**src/include/fpm_pkg.sv**
```systemverilog
/*
  Shared constants and types for the panel meter front-panel control:
  timing, display limits, register offsets, field positions, reset values
  and the menu state encoding.
  Assumes a single 100 MHz clock; every time below is converted to cycles.
*/
`default_nettype none

package fpm_pkg;

  // Clock and times, each in its own unit
  localparam int unsigned CLK_HZ = 100_000_000;
  localparam int unsigned TEST_TIME_MS = 3000;
  localparam int unsigned CONV_PER_S = 5;
  localparam int unsigned DEBOUNCE_US = 10000;
  localparam int unsigned BLINK_MS = 250;

  localparam logic [31:0] TEST_CYC = 32'(TEST_TIME_MS * (CLK_HZ / 1000));
  localparam logic [31:0] CONV_CYC = 32'(CLK_HZ / CONV_PER_S);
  localparam logic [31:0] DEBOUNCE_CYC =
    32'(DEBOUNCE_US * (CLK_HZ / 1_000_000));
  localparam logic [31:0] BLINK_CYC = 32'(BLINK_MS * (CLK_HZ / 1000));

  // Display span: 9999 and -1999
  localparam logic signed [15:0] DISP_MAX = 16'sh270f;
  localparam logic signed [15:0] DISP_MIN = 16'shf831;
  localparam logic signed [15:0] ZERO_VAL = 16'sh0000;
  localparam logic signed [15:0] DLY_MAX = 16'sh00ff;
  localparam logic signed [15:0] BRT_MAX = 16'sh0003;

  // Button bit positions
  localparam int B_PROG = 0;
  localparam int B_UP = 1;
  localparam int B_DOWN = 2;

  // Register word offsets
  localparam logic [4:0] A_CTRL = 5'h00;
  localparam logic [4:0] A_STATUS = 5'h01;
  localparam logic [4:0] A_READING = 5'h02;
  localparam logic [4:0] A_PEAK = 5'h03;
  localparam logic [4:0] A_VALLEY = 5'h04;
  localparam logic [4:0] A_SP0 = 5'h05;
  localparam logic [4:0] A_HYS0 = 5'h09;
  localparam logic [4:0] A_MAKE0 = 5'h0d;
  localparam logic [4:0] A_BRK0 = 5'h0f;
  localparam logic [4:0] A_CZERO = 5'h11;
  localparam logic [4:0] A_CSPAN = 5'h12;

  // Control fields
  localparam int CTRL_BRT_LSB = 0;
  localparam int CTRL_DIR_LSB = 2;
  localparam int CTRL_AOUT_BIT = 6;

  // Status fields
  localparam int STAT_ST_LSB = 0;
  localparam int STAT_RLY_LSB = 4;
  localparam int STAT_POVR_BIT = 8;
  localparam int STAT_NOVR_BIT = 9;
  localparam int STAT_IDX_LSB = 10;

  // Reset values
  localparam logic [1:0] BRT_RST = 2'h3;
  localparam logic [3:0] DIR_RST = 4'hf;

  // Menu states, Gray coded along the usual path
  typedef enum logic [3:0] {
    ST_RUN    = 4'h0,
    ST_PEAK   = 4'h1,
    ST_VALLEY = 4'h3,
    ST_VIEW   = 4'h2,
    ST_CZERO  = 4'h6,
    ST_CAOUT  = 4'h7,
    ST_CSPAN  = 4'h5,
    ST_CBRT   = 4'h4,
    ST_SVAL   = 4'hc,
    ST_SDIR   = 4'hd,
    ST_SHYS   = 4'hf,
    ST_SMAKE  = 4'he,
    ST_SBRK   = 4'ha,
    ST_TEST   = 4'hb
  } fpm_state_t;

endpackage

`default_nettype wire

```
**src/logic/fpm_top.sv**
```systemverilog
/*
  Front-panel control of a four-digit panel meter: button handling, menu
  state machine, display drive, peak and valley, setpoint relays and
  brightness, with a plain register port for software.
  Assumes buttons are active high and synchronous-free raw levels, and a
  signed measurement word that is valid at all times.
*/
// The register offsets and strobed register access are this design's own decisions.
`timescale 1ns/1ps
`default_nettype none

// Notes on behaviour
// - Positive overrange flashes top segments
// - Negative overrange flashes bottom segments
// - Readings outside -1999..9999 are overrange
// - Minus lights only for negative readings
// - Program alone advances to next menu step
// - Program plus up, released, enters calibration
// - Program plus down, released, enters setpoints
// - Up in run views peak/valley; down there clears them
// - Down in run shows setpoints read-only
// - Up press raises the shown value
// - Down press lowers the shown value
// - Two-button command needs both held together
// - Edited parameter alternates name and value
// - Discrete choices step one per press
// - Steps for absent hardware are skipped; setpoint view still shows all four
// - Three-second all-digit test after reset
// - Four brightness levels for digits and lamps
// - Each relay acts above or below setpoint
// - Hysteresis all; make/break delays first two
// - Reading refreshes five times per second
module fpm_top #(
  parameter logic [31:0] TEST_CYC = fpm_pkg::TEST_CYC,
  parameter logic [31:0] CONV_CYC = fpm_pkg::CONV_CYC,
  parameter logic [31:0] DEBOUNCE_CYC = fpm_pkg::DEBOUNCE_CYC,
  parameter logic [31:0] BLINK_CYC = fpm_pkg::BLINK_CYC
) (
  input wire logic ref_clk,
  input wire logic nrst,
  input wire logic btn_prog,
  input wire logic btn_up,
  input wire logic btn_down,
  input wire logic signed [15:0] meas_value,
  input wire logic aout_present,
  input wire logic [3:0] relay_present,
  input wire logic [4:0] reg_addr,
  input wire logic [15:0] reg_wdata,
  input wire logic reg_wr,
  input wire logic reg_rd,
  output logic [15:0] reg_rdata,
  output logic [27:0] seg_out,
  output logic minus_out,
  output logic [3:0] relay_out,
  output logic disp_on
);

  typedef struct packed {
    fpm_pkg::fpm_state_t st;
    logic [1:0] idx;
    logic [2:0] sync1;
    logic [2:0] sync2;
    logic [2:0] db;
    logic [2:0][31:0] deb_cnt;
    logic [2:0] seen;
    logic pu_seen;
    logic pd_seen;
    logic [31:0] test_cnt;
    logic [31:0] conv_cnt;
    logic [31:0] blink_cnt;
    logic blink;
    logic [1:0] pwm;
    logic signed [15:0] reading;
    logic signed [15:0] peak;
    logic signed [15:0] valley;
    logic signed [15:0] cal_zero;
    logic signed [15:0] cal_span;
    logic [3:0][15:0] sp;
    logic [3:0][15:0] hys;
    logic [1:0][7:0] dmake;
    logic [1:0][7:0] dbrk;
    logic [1:0][7:0] dcnt;
    logic [1:0] bright;
    logic [3:0] dir;
    logic aout_mode;
    logic [3:0] relay;
    logic [27:0] seg;
    logic minus;
    logic disp_on;
    logic [15:0] rdata;
  } fpm_regs_t;

  fpm_regs_t s_q;
  fpm_regs_t s_d;
  logic tick;
  logic pos_ovr;
  logic neg_ovr;
  logic ev_prog;
  logic ev_up;
  logic ev_dn;
  logic ev_pu;
  logic ev_pd;
  logic want;
  logic [2:0] nxt;
  logic signed [15:0] val;
  logic [27:0] name;
  logic [15:0] stat;

  function automatic logic [6:0] seg7(input logic [3:0] d);
    case (d)
      4'h0: return 7'h3f;
      4'h1: return 7'h06;
      4'h2: return 7'h5b;
      4'h3: return 7'h4f;
      4'h4: return 7'h66;
      4'h5: return 7'h6d;
      4'h6: return 7'h7d;
      4'h7: return 7'h07;
      4'h8: return 7'h7f;
      4'h9: return 7'h6f;
      default: return 7'h00;
    endcase
  endfunction

  function automatic logic [27:0] num_seg(input logic signed [15:0] v);
    logic [15:0] m;
    m = v[15] ? 16'(-v) : 16'(v);
    return {seg7(4'((m / 16'h03e8) % 16'h000a)),
            seg7(4'((m / 16'h0064) % 16'h000a)),
            seg7(4'((m / 16'h000a) % 16'h000a)),
            seg7(4'(m % 16'h000a))};
  endfunction

  // One press steps a value by one count, held inside lo..hi
  function automatic logic signed [15:0] step_val(
    input logic signed [15:0] v,
    input logic up,
    input logic dn,
    input logic signed [15:0] lo,
    input logic signed [15:0] hi
  );
    if (up && v < hi)
    begin
      return 16'(v + 16'sh0001);
    end
    if (dn && v > lo)
    begin
      return 16'(v - 16'sh0001);
    end
    return v;
  endfunction

  // Lowest fitted setpoint at or after 'from'; top bit marks found
  function automatic logic [2:0] next_sp(
    input logic [2:0] from,
    input logic [3:0] pres
  );
    logic [2:0] r;
    r = 3'h0;
    for (int i = 3; i >= 0; i--)
    begin
      if (3'(i) >= from && pres[i])
      begin
        r = {1'b1, 2'(i)};
      end
    end
    return r;
  endfunction

  // Relay level wanted from reading, setpoint, band and direction
  function automatic logic relay_want(
    input logic cur,
    input logic signed [15:0] rd,
    input logic signed [15:0] sp,
    input logic signed [15:0] hys,
    input logic above
  );
    logic signed [16:0] r;
    logic signed [16:0] off;
    r = 17'(rd);
    if (above)
    begin
      off = 17'(sp) - 17'(hys);
      return cur ? !(r < off) : (r > 17'(sp));
    end
    off = 17'(sp) + 17'(hys);
    return cur ? !(r > off) : (r < 17'(sp));
  endfunction

  always_comb
  begin
    s_d = s_q;
    ev_prog = 1'b0;
    ev_up = 1'b0;
    ev_dn = 1'b0;
    ev_pu = 1'b0;
    ev_pd = 1'b0;
    want = 1'b0;
    nxt = 3'h0;
    val = fpm_pkg::ZERO_VAL;
    name = 28'h0000000;
    stat = 16'h0000;

    // Two-flop synchroniser, then a stable-time filter per button
    s_d.sync1 = {btn_down, btn_up, btn_prog};
    s_d.sync2 = s_q.sync1;
    for (int i = 0; i < 3; i++)
    begin
      if (s_q.sync2[i] != s_q.db[i])
      begin
        s_d.deb_cnt[i] = s_q.deb_cnt[i] + 32'h00000001;
        if (s_q.deb_cnt[i] >= DEBOUNCE_CYC - 32'h00000001)
        begin
          s_d.db[i] = s_q.sync2[i];
          s_d.deb_cnt[i] = 32'h00000000;
        end
      end
      else
      begin
        s_d.deb_cnt[i] = 32'h00000000;
      end
    end

    // A gesture lasts from first press to all released
    if (|s_q.db)
    begin
      s_d.seen = s_q.seen | s_q.db;
      if (s_q.db[fpm_pkg::B_PROG] && s_q.db[fpm_pkg::B_UP])
      begin
        s_d.pu_seen = 1'b1;
      end
      if (s_q.db[fpm_pkg::B_PROG] && s_q.db[fpm_pkg::B_DOWN])
      begin
        s_d.pd_seen = 1'b1;
      end
    end
    else if (|s_q.seen)
    begin
      ev_pu = s_q.pu_seen && !s_q.pd_seen;
      ev_pd = s_q.pd_seen && !s_q.pu_seen;
      ev_prog = s_q.seen == 3'h1;
      ev_up = s_q.seen == 3'h2;
      ev_dn = s_q.seen == 3'h4;
      s_d.seen = 3'h0;
      s_d.pu_seen = 1'b0;
      s_d.pd_seen = 1'b0;
    end

    // Timers: conversion refresh, name/value blink, brightness PWM
    tick = s_q.conv_cnt >= CONV_CYC - 32'h00000001;
    s_d.conv_cnt = tick ? 32'h00000000 : s_q.conv_cnt + 32'h00000001;
    if (s_q.blink_cnt >= BLINK_CYC - 32'h00000001)
    begin
      s_d.blink_cnt = 32'h00000000;
      s_d.blink = !s_q.blink;
    end
    else
    begin
      s_d.blink_cnt = s_q.blink_cnt + 32'h00000001;
    end
    s_d.pwm = 2'(s_q.pwm + 2'h1);
    s_d.disp_on = s_q.pwm <= s_q.bright;

    // New reading, peak/valley and relays on each conversion
    if (tick)
    begin
      s_d.reading = meas_value;
      if (meas_value > s_q.peak)
      begin
        s_d.peak = meas_value;
      end
      if (meas_value < s_q.valley)
      begin
        s_d.valley = meas_value;
      end
      for (int i = 0; i < 4; i++)
      begin
        want = relay_want(s_q.relay[i], s_q.reading, s_q.sp[i],
                          s_q.hys[i], s_q.dir[i]);
        if (i < 2)
        begin
          if (want == s_q.relay[i])
          begin
            s_d.dcnt[i] = 8'h00;
          end
          else if (s_q.dcnt[i] >= (want ? s_q.dmake[i] : s_q.dbrk[i]))
          begin
            s_d.relay[i] = want;
            s_d.dcnt[i] = 8'h00;
          end
          else
          begin
            s_d.dcnt[i] = 8'(s_q.dcnt[i] + 8'h01);
          end
        end
        else
        begin
          s_d.relay[i] = want;
        end
      end
    end
    pos_ovr = s_q.reading > fpm_pkg::DISP_MAX;
    neg_ovr = s_q.reading < fpm_pkg::DISP_MIN;

    // Menu state machine
    case (s_q.st)
      fpm_pkg::ST_TEST:
      begin
        s_d.test_cnt = s_q.test_cnt + 32'h00000001;
        if (s_q.test_cnt >= TEST_CYC - 32'h00000001)
        begin
          s_d.st = fpm_pkg::ST_RUN;
        end
      end
      fpm_pkg::ST_RUN:
      begin
        nxt = next_sp(3'h0, relay_present);
        if (ev_pu)
        begin
          s_d.st = fpm_pkg::ST_CZERO;
        end
        else if (ev_pd && nxt[2])
        begin
          s_d.st = fpm_pkg::ST_SVAL;
          s_d.idx = nxt[1:0];
        end
        else if (ev_up)
        begin
          s_d.st = fpm_pkg::ST_PEAK;
        end
        else if (ev_dn)
        begin
          s_d.st = fpm_pkg::ST_VIEW;
          s_d.idx = 2'h0;
        end
      end
      fpm_pkg::ST_PEAK, fpm_pkg::ST_VALLEY:
      begin
        if (ev_dn)
        begin
          s_d.peak = s_q.reading;
          s_d.valley = s_q.reading;
        end
        if (ev_prog || (ev_up && s_q.st == fpm_pkg::ST_VALLEY))
        begin
          s_d.st = fpm_pkg::ST_RUN;
        end
        else if (ev_up)
        begin
          s_d.st = fpm_pkg::ST_VALLEY;
        end
      end
      fpm_pkg::ST_VIEW:
      begin
        if (ev_prog || (ev_dn && s_q.idx == 2'h3))
        begin
          s_d.st = fpm_pkg::ST_RUN;
        end
        else if (ev_dn)
        begin
          s_d.idx = 2'(s_q.idx + 2'h1);
        end
        else if (ev_up)
        begin
          s_d.idx = 2'(s_q.idx - 2'h1);
        end
      end
      fpm_pkg::ST_CZERO:
      begin
        s_d.cal_zero = step_val(s_q.cal_zero, ev_up, ev_dn,
          fpm_pkg::DISP_MIN, fpm_pkg::DISP_MAX);
        if (ev_prog)
        begin
          s_d.st = aout_present ? fpm_pkg::ST_CAOUT
                                : fpm_pkg::ST_CSPAN;
        end
      end
      fpm_pkg::ST_CAOUT:
      begin
        if (ev_up || ev_dn)
        begin
          s_d.aout_mode = ev_up;
        end
        if (ev_prog)
        begin
          s_d.st = fpm_pkg::ST_CSPAN;
        end
      end
      fpm_pkg::ST_CSPAN:
      begin
        s_d.cal_span = step_val(s_q.cal_span, ev_up, ev_dn,
          fpm_pkg::DISP_MIN, fpm_pkg::DISP_MAX);
        if (ev_prog)
        begin
          s_d.st = fpm_pkg::ST_CBRT;
        end
      end
      fpm_pkg::ST_CBRT:
      begin
        s_d.bright = 2'(step_val({14'h0000, s_q.bright}, ev_up, ev_dn,
          fpm_pkg::ZERO_VAL, fpm_pkg::BRT_MAX));
        if (ev_prog)
        begin
          s_d.st = fpm_pkg::ST_RUN;
        end
      end
      fpm_pkg::ST_SVAL:
      begin
        s_d.sp[s_q.idx] = step_val(s_q.sp[s_q.idx], ev_up, ev_dn,
          fpm_pkg::DISP_MIN, fpm_pkg::DISP_MAX);
        if (ev_prog)
        begin
          s_d.st = fpm_pkg::ST_SDIR;
        end
      end
      fpm_pkg::ST_SDIR:
      begin
        if (ev_up || ev_dn)
        begin
          s_d.dir[s_q.idx] = ev_up;
        end
        if (ev_prog)
        begin
          s_d.st = fpm_pkg::ST_SHYS;
        end
      end
      fpm_pkg::ST_SHYS, fpm_pkg::ST_SBRK:
      begin
        if (s_q.st == fpm_pkg::ST_SHYS)
        begin
          s_d.hys[s_q.idx] = step_val(s_q.hys[s_q.idx], ev_up, ev_dn,
            fpm_pkg::ZERO_VAL, fpm_pkg::DISP_MAX);
        end
        else
        begin
          s_d.dbrk[s_q.idx[0]] = 8'(step_val({8'h00, s_q.dbrk[s_q.idx[0]]},
            ev_up, ev_dn, fpm_pkg::ZERO_VAL, fpm_pkg::DLY_MAX));
        end
        nxt = next_sp(3'(s_q.idx) + 3'h1, relay_present);
        if (ev_prog && s_q.st == fpm_pkg::ST_SHYS && s_q.idx < 2'h2)
        begin
          s_d.st = fpm_pkg::ST_SMAKE;
        end
        else if (ev_prog)
        begin
          s_d.st = nxt[2] ? fpm_pkg::ST_SVAL : fpm_pkg::ST_RUN;
          s_d.idx = nxt[1:0];
        end
      end
      fpm_pkg::ST_SMAKE:
      begin
        s_d.dmake[s_q.idx[0]] = 8'(step_val({8'h00, s_q.dmake[s_q.idx[0]]},
          ev_up, ev_dn, fpm_pkg::ZERO_VAL, fpm_pkg::DLY_MAX));
        if (ev_prog)
        begin
          s_d.st = fpm_pkg::ST_SBRK;
        end
      end
      default:
      begin
        s_d.st = fpm_pkg::ST_RUN;
      end
    endcase

    // Software writes take precedence over a button edit in the same cycle
    if (reg_wr)
    begin
      if (reg_addr == fpm_pkg::A_CTRL)
      begin
        s_d.bright = reg_wdata[fpm_pkg::CTRL_BRT_LSB +: 2];
        s_d.dir = reg_wdata[fpm_pkg::CTRL_DIR_LSB +: 4];
        s_d.aout_mode = reg_wdata[fpm_pkg::CTRL_AOUT_BIT];
      end
      else if (reg_addr >= fpm_pkg::A_SP0 && reg_addr < fpm_pkg::A_HYS0)
      begin
        s_d.sp[2'(reg_addr - fpm_pkg::A_SP0)] = reg_wdata;
      end
      else if (reg_addr >= fpm_pkg::A_HYS0 && reg_addr < fpm_pkg::A_MAKE0)
      begin
        s_d.hys[2'(reg_addr - fpm_pkg::A_HYS0)] = reg_wdata;
      end
      else if (reg_addr >= fpm_pkg::A_MAKE0 && reg_addr < fpm_pkg::A_BRK0)
      begin
        s_d.dmake[1'(reg_addr - fpm_pkg::A_MAKE0)] = reg_wdata[7:0];
      end
      else if (reg_addr >= fpm_pkg::A_BRK0 && reg_addr < fpm_pkg::A_CZERO)
      begin
        s_d.dbrk[1'(reg_addr - fpm_pkg::A_BRK0)] = reg_wdata[7:0];
      end
      else if (reg_addr == fpm_pkg::A_CZERO)
      begin
        s_d.cal_zero = reg_wdata;
      end
      else if (reg_addr == fpm_pkg::A_CSPAN)
      begin
        s_d.cal_span = reg_wdata;
      end
    end

    // Read data stands only in the cycle after the read strobe
    stat[fpm_pkg::STAT_ST_LSB +: 4] = s_q.st;
    stat[fpm_pkg::STAT_RLY_LSB +: 4] = s_q.relay;
    stat[fpm_pkg::STAT_POVR_BIT] = pos_ovr;
    stat[fpm_pkg::STAT_NOVR_BIT] = neg_ovr;
    stat[fpm_pkg::STAT_IDX_LSB +: 2] = s_q.idx;
    s_d.rdata = 16'h0000;
    if (reg_rd)
    begin
      if (reg_addr == fpm_pkg::A_CTRL)
      begin
        s_d.rdata = {9'h000, s_q.aout_mode, s_q.dir, s_q.bright};
      end
      else if (reg_addr == fpm_pkg::A_STATUS)
      begin
        s_d.rdata = stat;
      end
      else if (reg_addr == fpm_pkg::A_READING)
      begin
        s_d.rdata = s_q.reading;
      end
      else if (reg_addr == fpm_pkg::A_PEAK)
      begin
        s_d.rdata = s_q.peak;
      end
      else if (reg_addr == fpm_pkg::A_VALLEY)
      begin
        s_d.rdata = s_q.valley;
      end
      else if (reg_addr >= fpm_pkg::A_SP0 && reg_addr < fpm_pkg::A_HYS0)
      begin
        s_d.rdata = s_q.sp[2'(reg_addr - fpm_pkg::A_SP0)];
      end
      else if (reg_addr >= fpm_pkg::A_HYS0 && reg_addr < fpm_pkg::A_MAKE0)
      begin
        s_d.rdata = s_q.hys[2'(reg_addr - fpm_pkg::A_HYS0)];
      end
      else if (reg_addr >= fpm_pkg::A_MAKE0 && reg_addr < fpm_pkg::A_BRK0)
      begin
        s_d.rdata = {8'h00, s_q.dmake[1'(reg_addr - fpm_pkg::A_MAKE0)]};
      end
      else if (reg_addr >= fpm_pkg::A_BRK0 && reg_addr < fpm_pkg::A_CZERO)
      begin
        s_d.rdata = {8'h00, s_q.dbrk[1'(reg_addr - fpm_pkg::A_BRK0)]};
      end
      else if (reg_addr == fpm_pkg::A_CZERO)
      begin
        s_d.rdata = s_q.cal_zero;
      end
      else if (reg_addr == fpm_pkg::A_CSPAN)
      begin
        s_d.rdata = s_q.cal_span;
      end
    end

    // Display: code name, value and its sign per state
    case (s_q.st)
      fpm_pkg::ST_PEAK:
      begin
        name = {7'h73, 7'h79, 7'h77, 7'h00};
        val = s_q.peak;
      end
      fpm_pkg::ST_VALLEY:
      begin
        name = {7'h1c, 7'h77, 7'h38, 7'h00};
        val = s_q.valley;
      end
      fpm_pkg::ST_VIEW, fpm_pkg::ST_SVAL:
      begin
        name = {7'h6d, 7'h73, 7'h00, seg7(4'(s_q.idx) + 4'h1)};
        val = s_q.sp[s_q.idx];
      end
      fpm_pkg::ST_CZERO:
      begin
        name = {7'h5b, 7'h79, 7'h50, 7'h5c};
        val = s_q.cal_zero;
      end
      fpm_pkg::ST_CAOUT:
      begin
        name = {7'h5c, 7'h1c, 7'h78, 7'h00};
        val = {15'h0000, s_q.aout_mode};
      end
      fpm_pkg::ST_CSPAN:
      begin
        name = {7'h6d, 7'h73, 7'h77, 7'h54};
        val = s_q.cal_span;
      end
      fpm_pkg::ST_CBRT:
      begin
        name = {7'h7c, 7'h50, 7'h00, 7'h00};
        val = {14'h0000, s_q.bright} + 16'sh0001;
      end
      fpm_pkg::ST_SDIR:
      begin
        name = {7'h5e, 7'h06, 7'h50, seg7(4'(s_q.idx) + 4'h1)};
      end
      fpm_pkg::ST_SHYS:
      begin
        name = {7'h76, 7'h6e, 7'h6d, seg7(4'(s_q.idx) + 4'h1)};
        val = s_q.hys[s_q.idx];
      end
      fpm_pkg::ST_SMAKE:
      begin
        name = {7'h5e, 7'h5c, 7'h54, seg7(4'(s_q.idx) + 4'h1)};
        val = {8'h00, s_q.dmake[s_q.idx[0]]};
      end
      fpm_pkg::ST_SBRK:
      begin
        name = {7'h5e, 7'h5c, 7'h71, seg7(4'(s_q.idx) + 4'h1)};
        val = {8'h00, s_q.dbrk[s_q.idx[0]]};
      end
      default:
      begin
        val = s_q.reading;
      end
    endcase

    if (s_q.st == fpm_pkg::ST_TEST)
    begin
      s_d.seg = {4{7'h7f}};
      s_d.minus = 1'b1;
    end
    else if (s_q.st == fpm_pkg::ST_RUN)
    begin
      if (pos_ovr)
      begin
        s_d.seg = s_q.blink ? {4{7'h01}} : 28'h0000000;
      end
      else if (neg_ovr)
      begin
        s_d.seg = s_q.blink ? {4{7'h08}} : 28'h0000000;
      end
      else
      begin
        s_d.seg = num_seg(s_q.reading);
      end
      s_d.minus = s_q.reading[15] && !neg_ovr;
    end
    else if (!s_q.blink)
    begin
      s_d.seg = name;
      s_d.minus = 1'b0;
    end
    else if (s_q.st == fpm_pkg::ST_SDIR)
    begin
      s_d.seg = s_q.dir[s_q.idx] ? {7'h76, 7'h06, 14'h0000}
                                 : {7'h38, 7'h3f, 14'h0000};
      s_d.minus = 1'b0;
    end
    else
    begin
      s_d.seg = num_seg(val);
      s_d.minus = val[15];
    end
  end

  always_ff @(posedge ref_clk or negedge nrst)
  begin
    if (!nrst)
    begin
      s_q <= '0;
      s_q.st <= fpm_pkg::ST_TEST;
      s_q.bright <= fpm_pkg::BRT_RST;
      s_q.dir <= fpm_pkg::DIR_RST;
    end
    else
    begin
      s_q <= s_d;
    end
  end

  assign reg_rdata = s_q.rdata;
  assign seg_out = s_q.seg;
  assign minus_out = s_q.minus;
  assign relay_out = s_q.relay;
  assign disp_on = s_q.disp_on;

endmodule

`default_nettype wire

```
**config.mk**
```make
export PLATFORM = sky130hd
export DESIGN_NAME = fpm_top
export DESIGN_NICKNAME = d
export VERILOG_FILES = /design/src/include/fpm_pkg.sv /design/src/logic/fpm_top.sv
export SDC_FILE = /design/constraint.sdc
export NUM_CORES = 2
export LEC_CHECK = 0
export BUFFER_PORTS_ARGS = -buffer_cell sky130_fd_sc_hd__buf_2
export CAP_MARGIN = 10
export CORE_MARGIN = 4
export CORE_UTILIZATION = 40
export CTS_CLUSTER_SIZE = 16
export DETAILED_ROUTE_END_ITERATION = 7
export HOLD_SLACK_MARGIN = 0.03
export PLACE_DENSITY = 0.56
export SYNTH_ARGS = -nofsm -noshare
export SYNTH_HDL_FRONTEND = slang
export SYNTH_SLANG_ARGS = --single-unit
```
**constraint.sdc**
```tcl
create_clock -name ref_clk -period 23.1 [get_ports ref_clk]
set_input_delay 4.62 -clock ref_clk [delete_from_list [all_inputs] [get_ports ref_clk]]
set_output_delay 4.62 -clock ref_clk [all_outputs]
set_load 0.01 [all_outputs]
```
---- After elaboration in Yosys (flattened, before gate mapping) ----
Memories as Yosys holds them, arrays and structs flattened.
Index checks and enable logic that the tools add are counted.
cells by class
  $add $sub $neg .......................... 42
  order comparisons ....................... 68
  reductions and logical operators ........ 71
  equality and inequality tests ........... 49
  mux-type cells .......................... 266
  div/mod/pow operators ................... 14
  bitwise operators ....................... 3
operators with widths
  cell                                                   number
  2-to-1 mux 16 bit                                      53
  2-to-1 mux 32 bit                                      16
  2-to-1 mux 192 bit                                     2
  2-to-1 mux 64 bit                                      5
  one-hot mux 28 bit (11 select lines)                   1
  bitwise mux 64 bit                                     4
  2-to-1 mux 8 bit                                       28
  adder 32 x 1 -> 32 bit, second input constant          6
  one-hot mux 16 bit (11 select lines)                   1
  binary-select mux 16 bit (select 2 bit)                4
  modulo 16 x 4 -> 16 bit, second input constant         8
  2-to-1 mux 29 bit                                      4
  demux 16 bit (select 2 bit)                            3
  >= comparator 32 x 20 -> 1 bit, second input constant  3
  2-to-1 mux 96 bit                                      1
  2-to-1 mux 28 bit                                      3
  2-to-1 mux 1 bit                                       81
  > comparator 16 bit                                    5
  < comparator 16 bit                                    5
  adder 16 x 16 -> 17 bit                                4
  > comparator 16 x 17 -> 1 bit                          4
  < comparator 16 x 17 -> 1 bit                          4
  2-to-1 mux 4 bit                                       17
  subtractor 16 x 16 -> 17 bit                           4
  other kinds (82)                                       247
storage, ports and cells
  ROM bits ................................ 1456
  register bits ........................... 528
  bits of input ports ..................... 49
  output and inout port bits .............. 50
  logic and storage cells ................. 573
  memories ................................ 13
memories
  name              words  width  rd ports  clocked after Yosys merged registers in  write ports  line            source
  (name not given)  16     7      1         0                                        0            fpm_top.sv:110  case (d)
  (name not given)  16     7      1         0                                        0            fpm_top.sv:110
  (name not given)  16     7      1         0                                        0            fpm_top.sv:110
  (name not given)  16     7      1         0                                        0            fpm_top.sv:110
  (name not given)  16     7      1         0                                        0            fpm_top.sv:110
  (name not given)  16     7      1         0                                        0            fpm_top.sv:110
  7 more memories   n/a    n/a    n/a       n/a                                      n/a          n/a

---- Logic depth before layout (Yosys ltp) ----
  depth after elaboration ................. 24
  gate-level depth with buffers ........... 53
  gate-level depth less buffers ........... 52

---- Worst setup path after synthesis ----
Ideal clock, no wire load.
  kind .................................... register to register
  start ................................... reg s_q[297] in the netlist's numbering
  end ..................................... reg s_q (netlist bit seg_out[11])
  buffers on the path ..................... 4
  arrival time ............................ 9.273 ns
  data required time ...................... 22.972 ns
  path slack .............................. 13.699 ns
  stages on the path, launching flop included .. 42
  cell sequence ........................... dfrtp_1 -> inv_1 -> ha_1 -> or3b_2 -> buf_2 -> o41ai_1 -> xor2_1 -> buf_2 -> o311ai_0 -> and3_1 -> buf_2 -> nand3_1 -> o211a_1 -> nor3_1 -> o21ai_1 -> a21o_1 -> a32o_1 -> nor2_2 -> [... 6 more ...] -> ha_1 -> nand4bb_1 -> and3_1 -> mux2i_1 -> o32a_1 -> buf_2 -> a41oi_2 -> mux2i_1 -> nand2_1 -> o21ai_0 -> inv_1 -> ha_1 -> mux2i_1 -> a21oi_1 -> o211ai_1 -> o21ai_0 -> a32oi_1 -> nand3b_1
RTL lines
  element          line           source
  start, declared  fpm_top.sv:93  fpm_regs_t s_q;

==> metrics.txt <==
status=completed; Synth warnings=0; slew margin rel.=17.0%; Routed WL per cell=23.5 µm; slowest cell on the critical path=dfrtp_1; Post-Synthesis Cell Area=52800 µm²; synthesized flop and latch total=528; vias per inst=around 6.0; Starting Density=40.2%; CP required=23.57 ns; Peak Freq=76.2 MHz; worst skew pair latency=approximately 0.7 ns; Post-synth ARST share=100%; Hold Path Class=reg -> reg; hold buffers post-CTS=0; Final Setup Violations=0; Post-Place Setup Slack=10.39 ns; FP Rows=133; r2r setup slk=9.97 ns; setup repair bufs after CTS=0; fin crit share=between 50% and 60%; post-DP HPWL=148000 µm; Fin. Hold Viols=0; Top FF cell, synth=dfrtp_1; # fillers=13200; CTS Buf Count=60; worst path bufs/invs=2; Clk Tree Root Cell=clkbuf_16; Critical Path Max Stage Delay=0.80 ns; H-tree levels=2; RSZ-0062 raised after global routing=no; gr ovfl total=0; initial DRC count=~5500; CTS Sinks=528; Die Span X=371 µm; area grow syn2layout=7.76%; Critical Path End Type=flip-flop; most common cell after layout, fill and taps aside=nor2_1; DR DRC count=0; CTS tree=yes; Seq/Total Area, Yosys=25.0%; vias in the first global route=about 46000; fin nets=7053; minimum clock period=13.13 ns; Detailed Routing Iterations Pass 1=8; Multi-input gate area=36800 µm²; CORE AREA=around 130000 µm²; WL final=195000 µm; Sequential cell area=13200 µm²; CP Data Arrival Time=13.60 ns; fin worst setup slack=9.97 ns; initial antenna violation count=17; Crit Path Max Fanout=14; CTS resizes=0; Post-synth EDFFs=0; crit start category=flip-flop; routability cong.=1.01; final setup TNS=0 ns; most frequent cells in the layout=787 x nor2_1, 657 x nand2_1, 518 x a21oi_1; max-cap violations=0; syn_area_per_cell=7.99 µm²; Slew Viols, Final=0; Worst-Margin Slew=1.24 ns; post-synthesis cell type count=139; share of layout cells above drive strength 1=between 8 and 9%; largest net degree at the start of global routing=109; DR vias=50100; cell family with most CP delay=compound AO/OA/AOI/OAI gates; Max clock buf depth=3; die area=138000 µm²; IO Pins=just under 100; hold slack=0.346 ns; synthesized instance count=6613; first-pass GRT wire length=294000 µm; WS Path Type=reg -> reg; Worst-path clk slew=about 0.07 ns; GRT Overall Usage=27.5%; number of routed nets with antenna violations=0; Die Y=approximately 370 µm; IO Port Bufs=between 90 and 100; Layout Skew=0.0521 ns
[registers in the layout (all words and copies together) (netlist names)]
register and cells:
disp_on 1, minus_out 1, reg_rdata 16, relay_out 4, s_d 3, s_q 475
seg_out 28
[worst register-to-register path: cells and delay by family (launching register included)]
family | cells | cell delay [ns]
AO/OA/AOI/OAI | 16 | 4.63
XOR/XNOR | 3 | 1.40
flip-flops | 1 | 0.80
multiplexers | 1 | 0.39
buffers and inverters | 2 | 0.38
AND/OR/NAND/NOR | 11 | 4.56
adder cells (fa/ha/maj) | 3 | 0.75
[routing by layer]
metal	wire (µm)	global-route usage (%)	part of all wire [%]	vias to the layer above
li1	-	-	-	23500
met1	85500	38.5	44	24000
met2	83800	41.8	43	2219
met3	18100	5.78	9.2	385
met4	8020	9.64	4.1	12
met5	80	0	0.041	-
[cell type report]
type / count / share of cell area [%]
Antenna cell: 8 / 0.0352
Clock inverter: 40 / 1.22
Timing Repair Buffer: 187 / 2.05
Clock buffer: 73 / 2.79
Multi-Input combinational cell: 5401 / 64.6
Tap cell: 1755 / 3.86
Sequential cell: 528 / 23.2
Inverter: 336 / 2.22
[final timing paths]
path | from | endpoint | cells after the start
setup / recovery | s_q[298] | seg_out[17] | 36
hold / removal | s_d[517] | s_q[517] | 0
setup reg to reg | s_q[298] | seg_out[17] | 36
hold reg to reg | s_d[517] | s_q[517] | 0
max in group asynchronous | nrst | seg_out[25] | 5
min in group asynchronous | nrst | s_q[460] | 1
[cells by family after synthesis]
group | Yosys count | synth area share, %
and+or+nand+nor | 2336 | 20.6
buffers and inverters | 733 | 5.94
xor gates and xnor gates | 456 | 7.63
muxes | 277 | 6.93
DFF | 528 | 25.0
other | 1 | 0.00710
adders and majority gates | 504 | 12.0
AOI/OAI and AO/OA | 1778 | 21.8
[cells in the mapped netlist, types with 58 or more instances]
library cell    n  area (µm²)
nand2b_1       79         494
and3_1         81         507
nor3_1        103         515
a31oi_1        66         413
xor2_1        152        1330
nor4_1         59         369
nor2_1        796        2990
nand2_1       657        2470
a21oi_1       518        2590
buf_4          58         435
inv_1         329        1230
dfrtp_1       519       13000
nand3_1       184         921
ha_1          482        6030
mux2i_1       173        1730
nand4_1       101         632
clkbuf_1      248         931
o21ai_0       475        2380
mux4_2         66        1490
a21o_1         65         488
xnor2_1       299        2620
nor2b_1        74         463
[metrics by stage]
stage                     cells  area (µm²)  util [%]
after floorplan            6662       53000         -
after global placement     8207       54600      41.6
after detailed placement   8207       54600      41.6
after CTS                  8320       56900      43.4
after global routing       8321       56900      43.4
final                      8328       56900      43.4
Power is left out: the tool's default activity adds up to more than one toggle a clock period on the data nets, which glitch-free logic cannot reach.
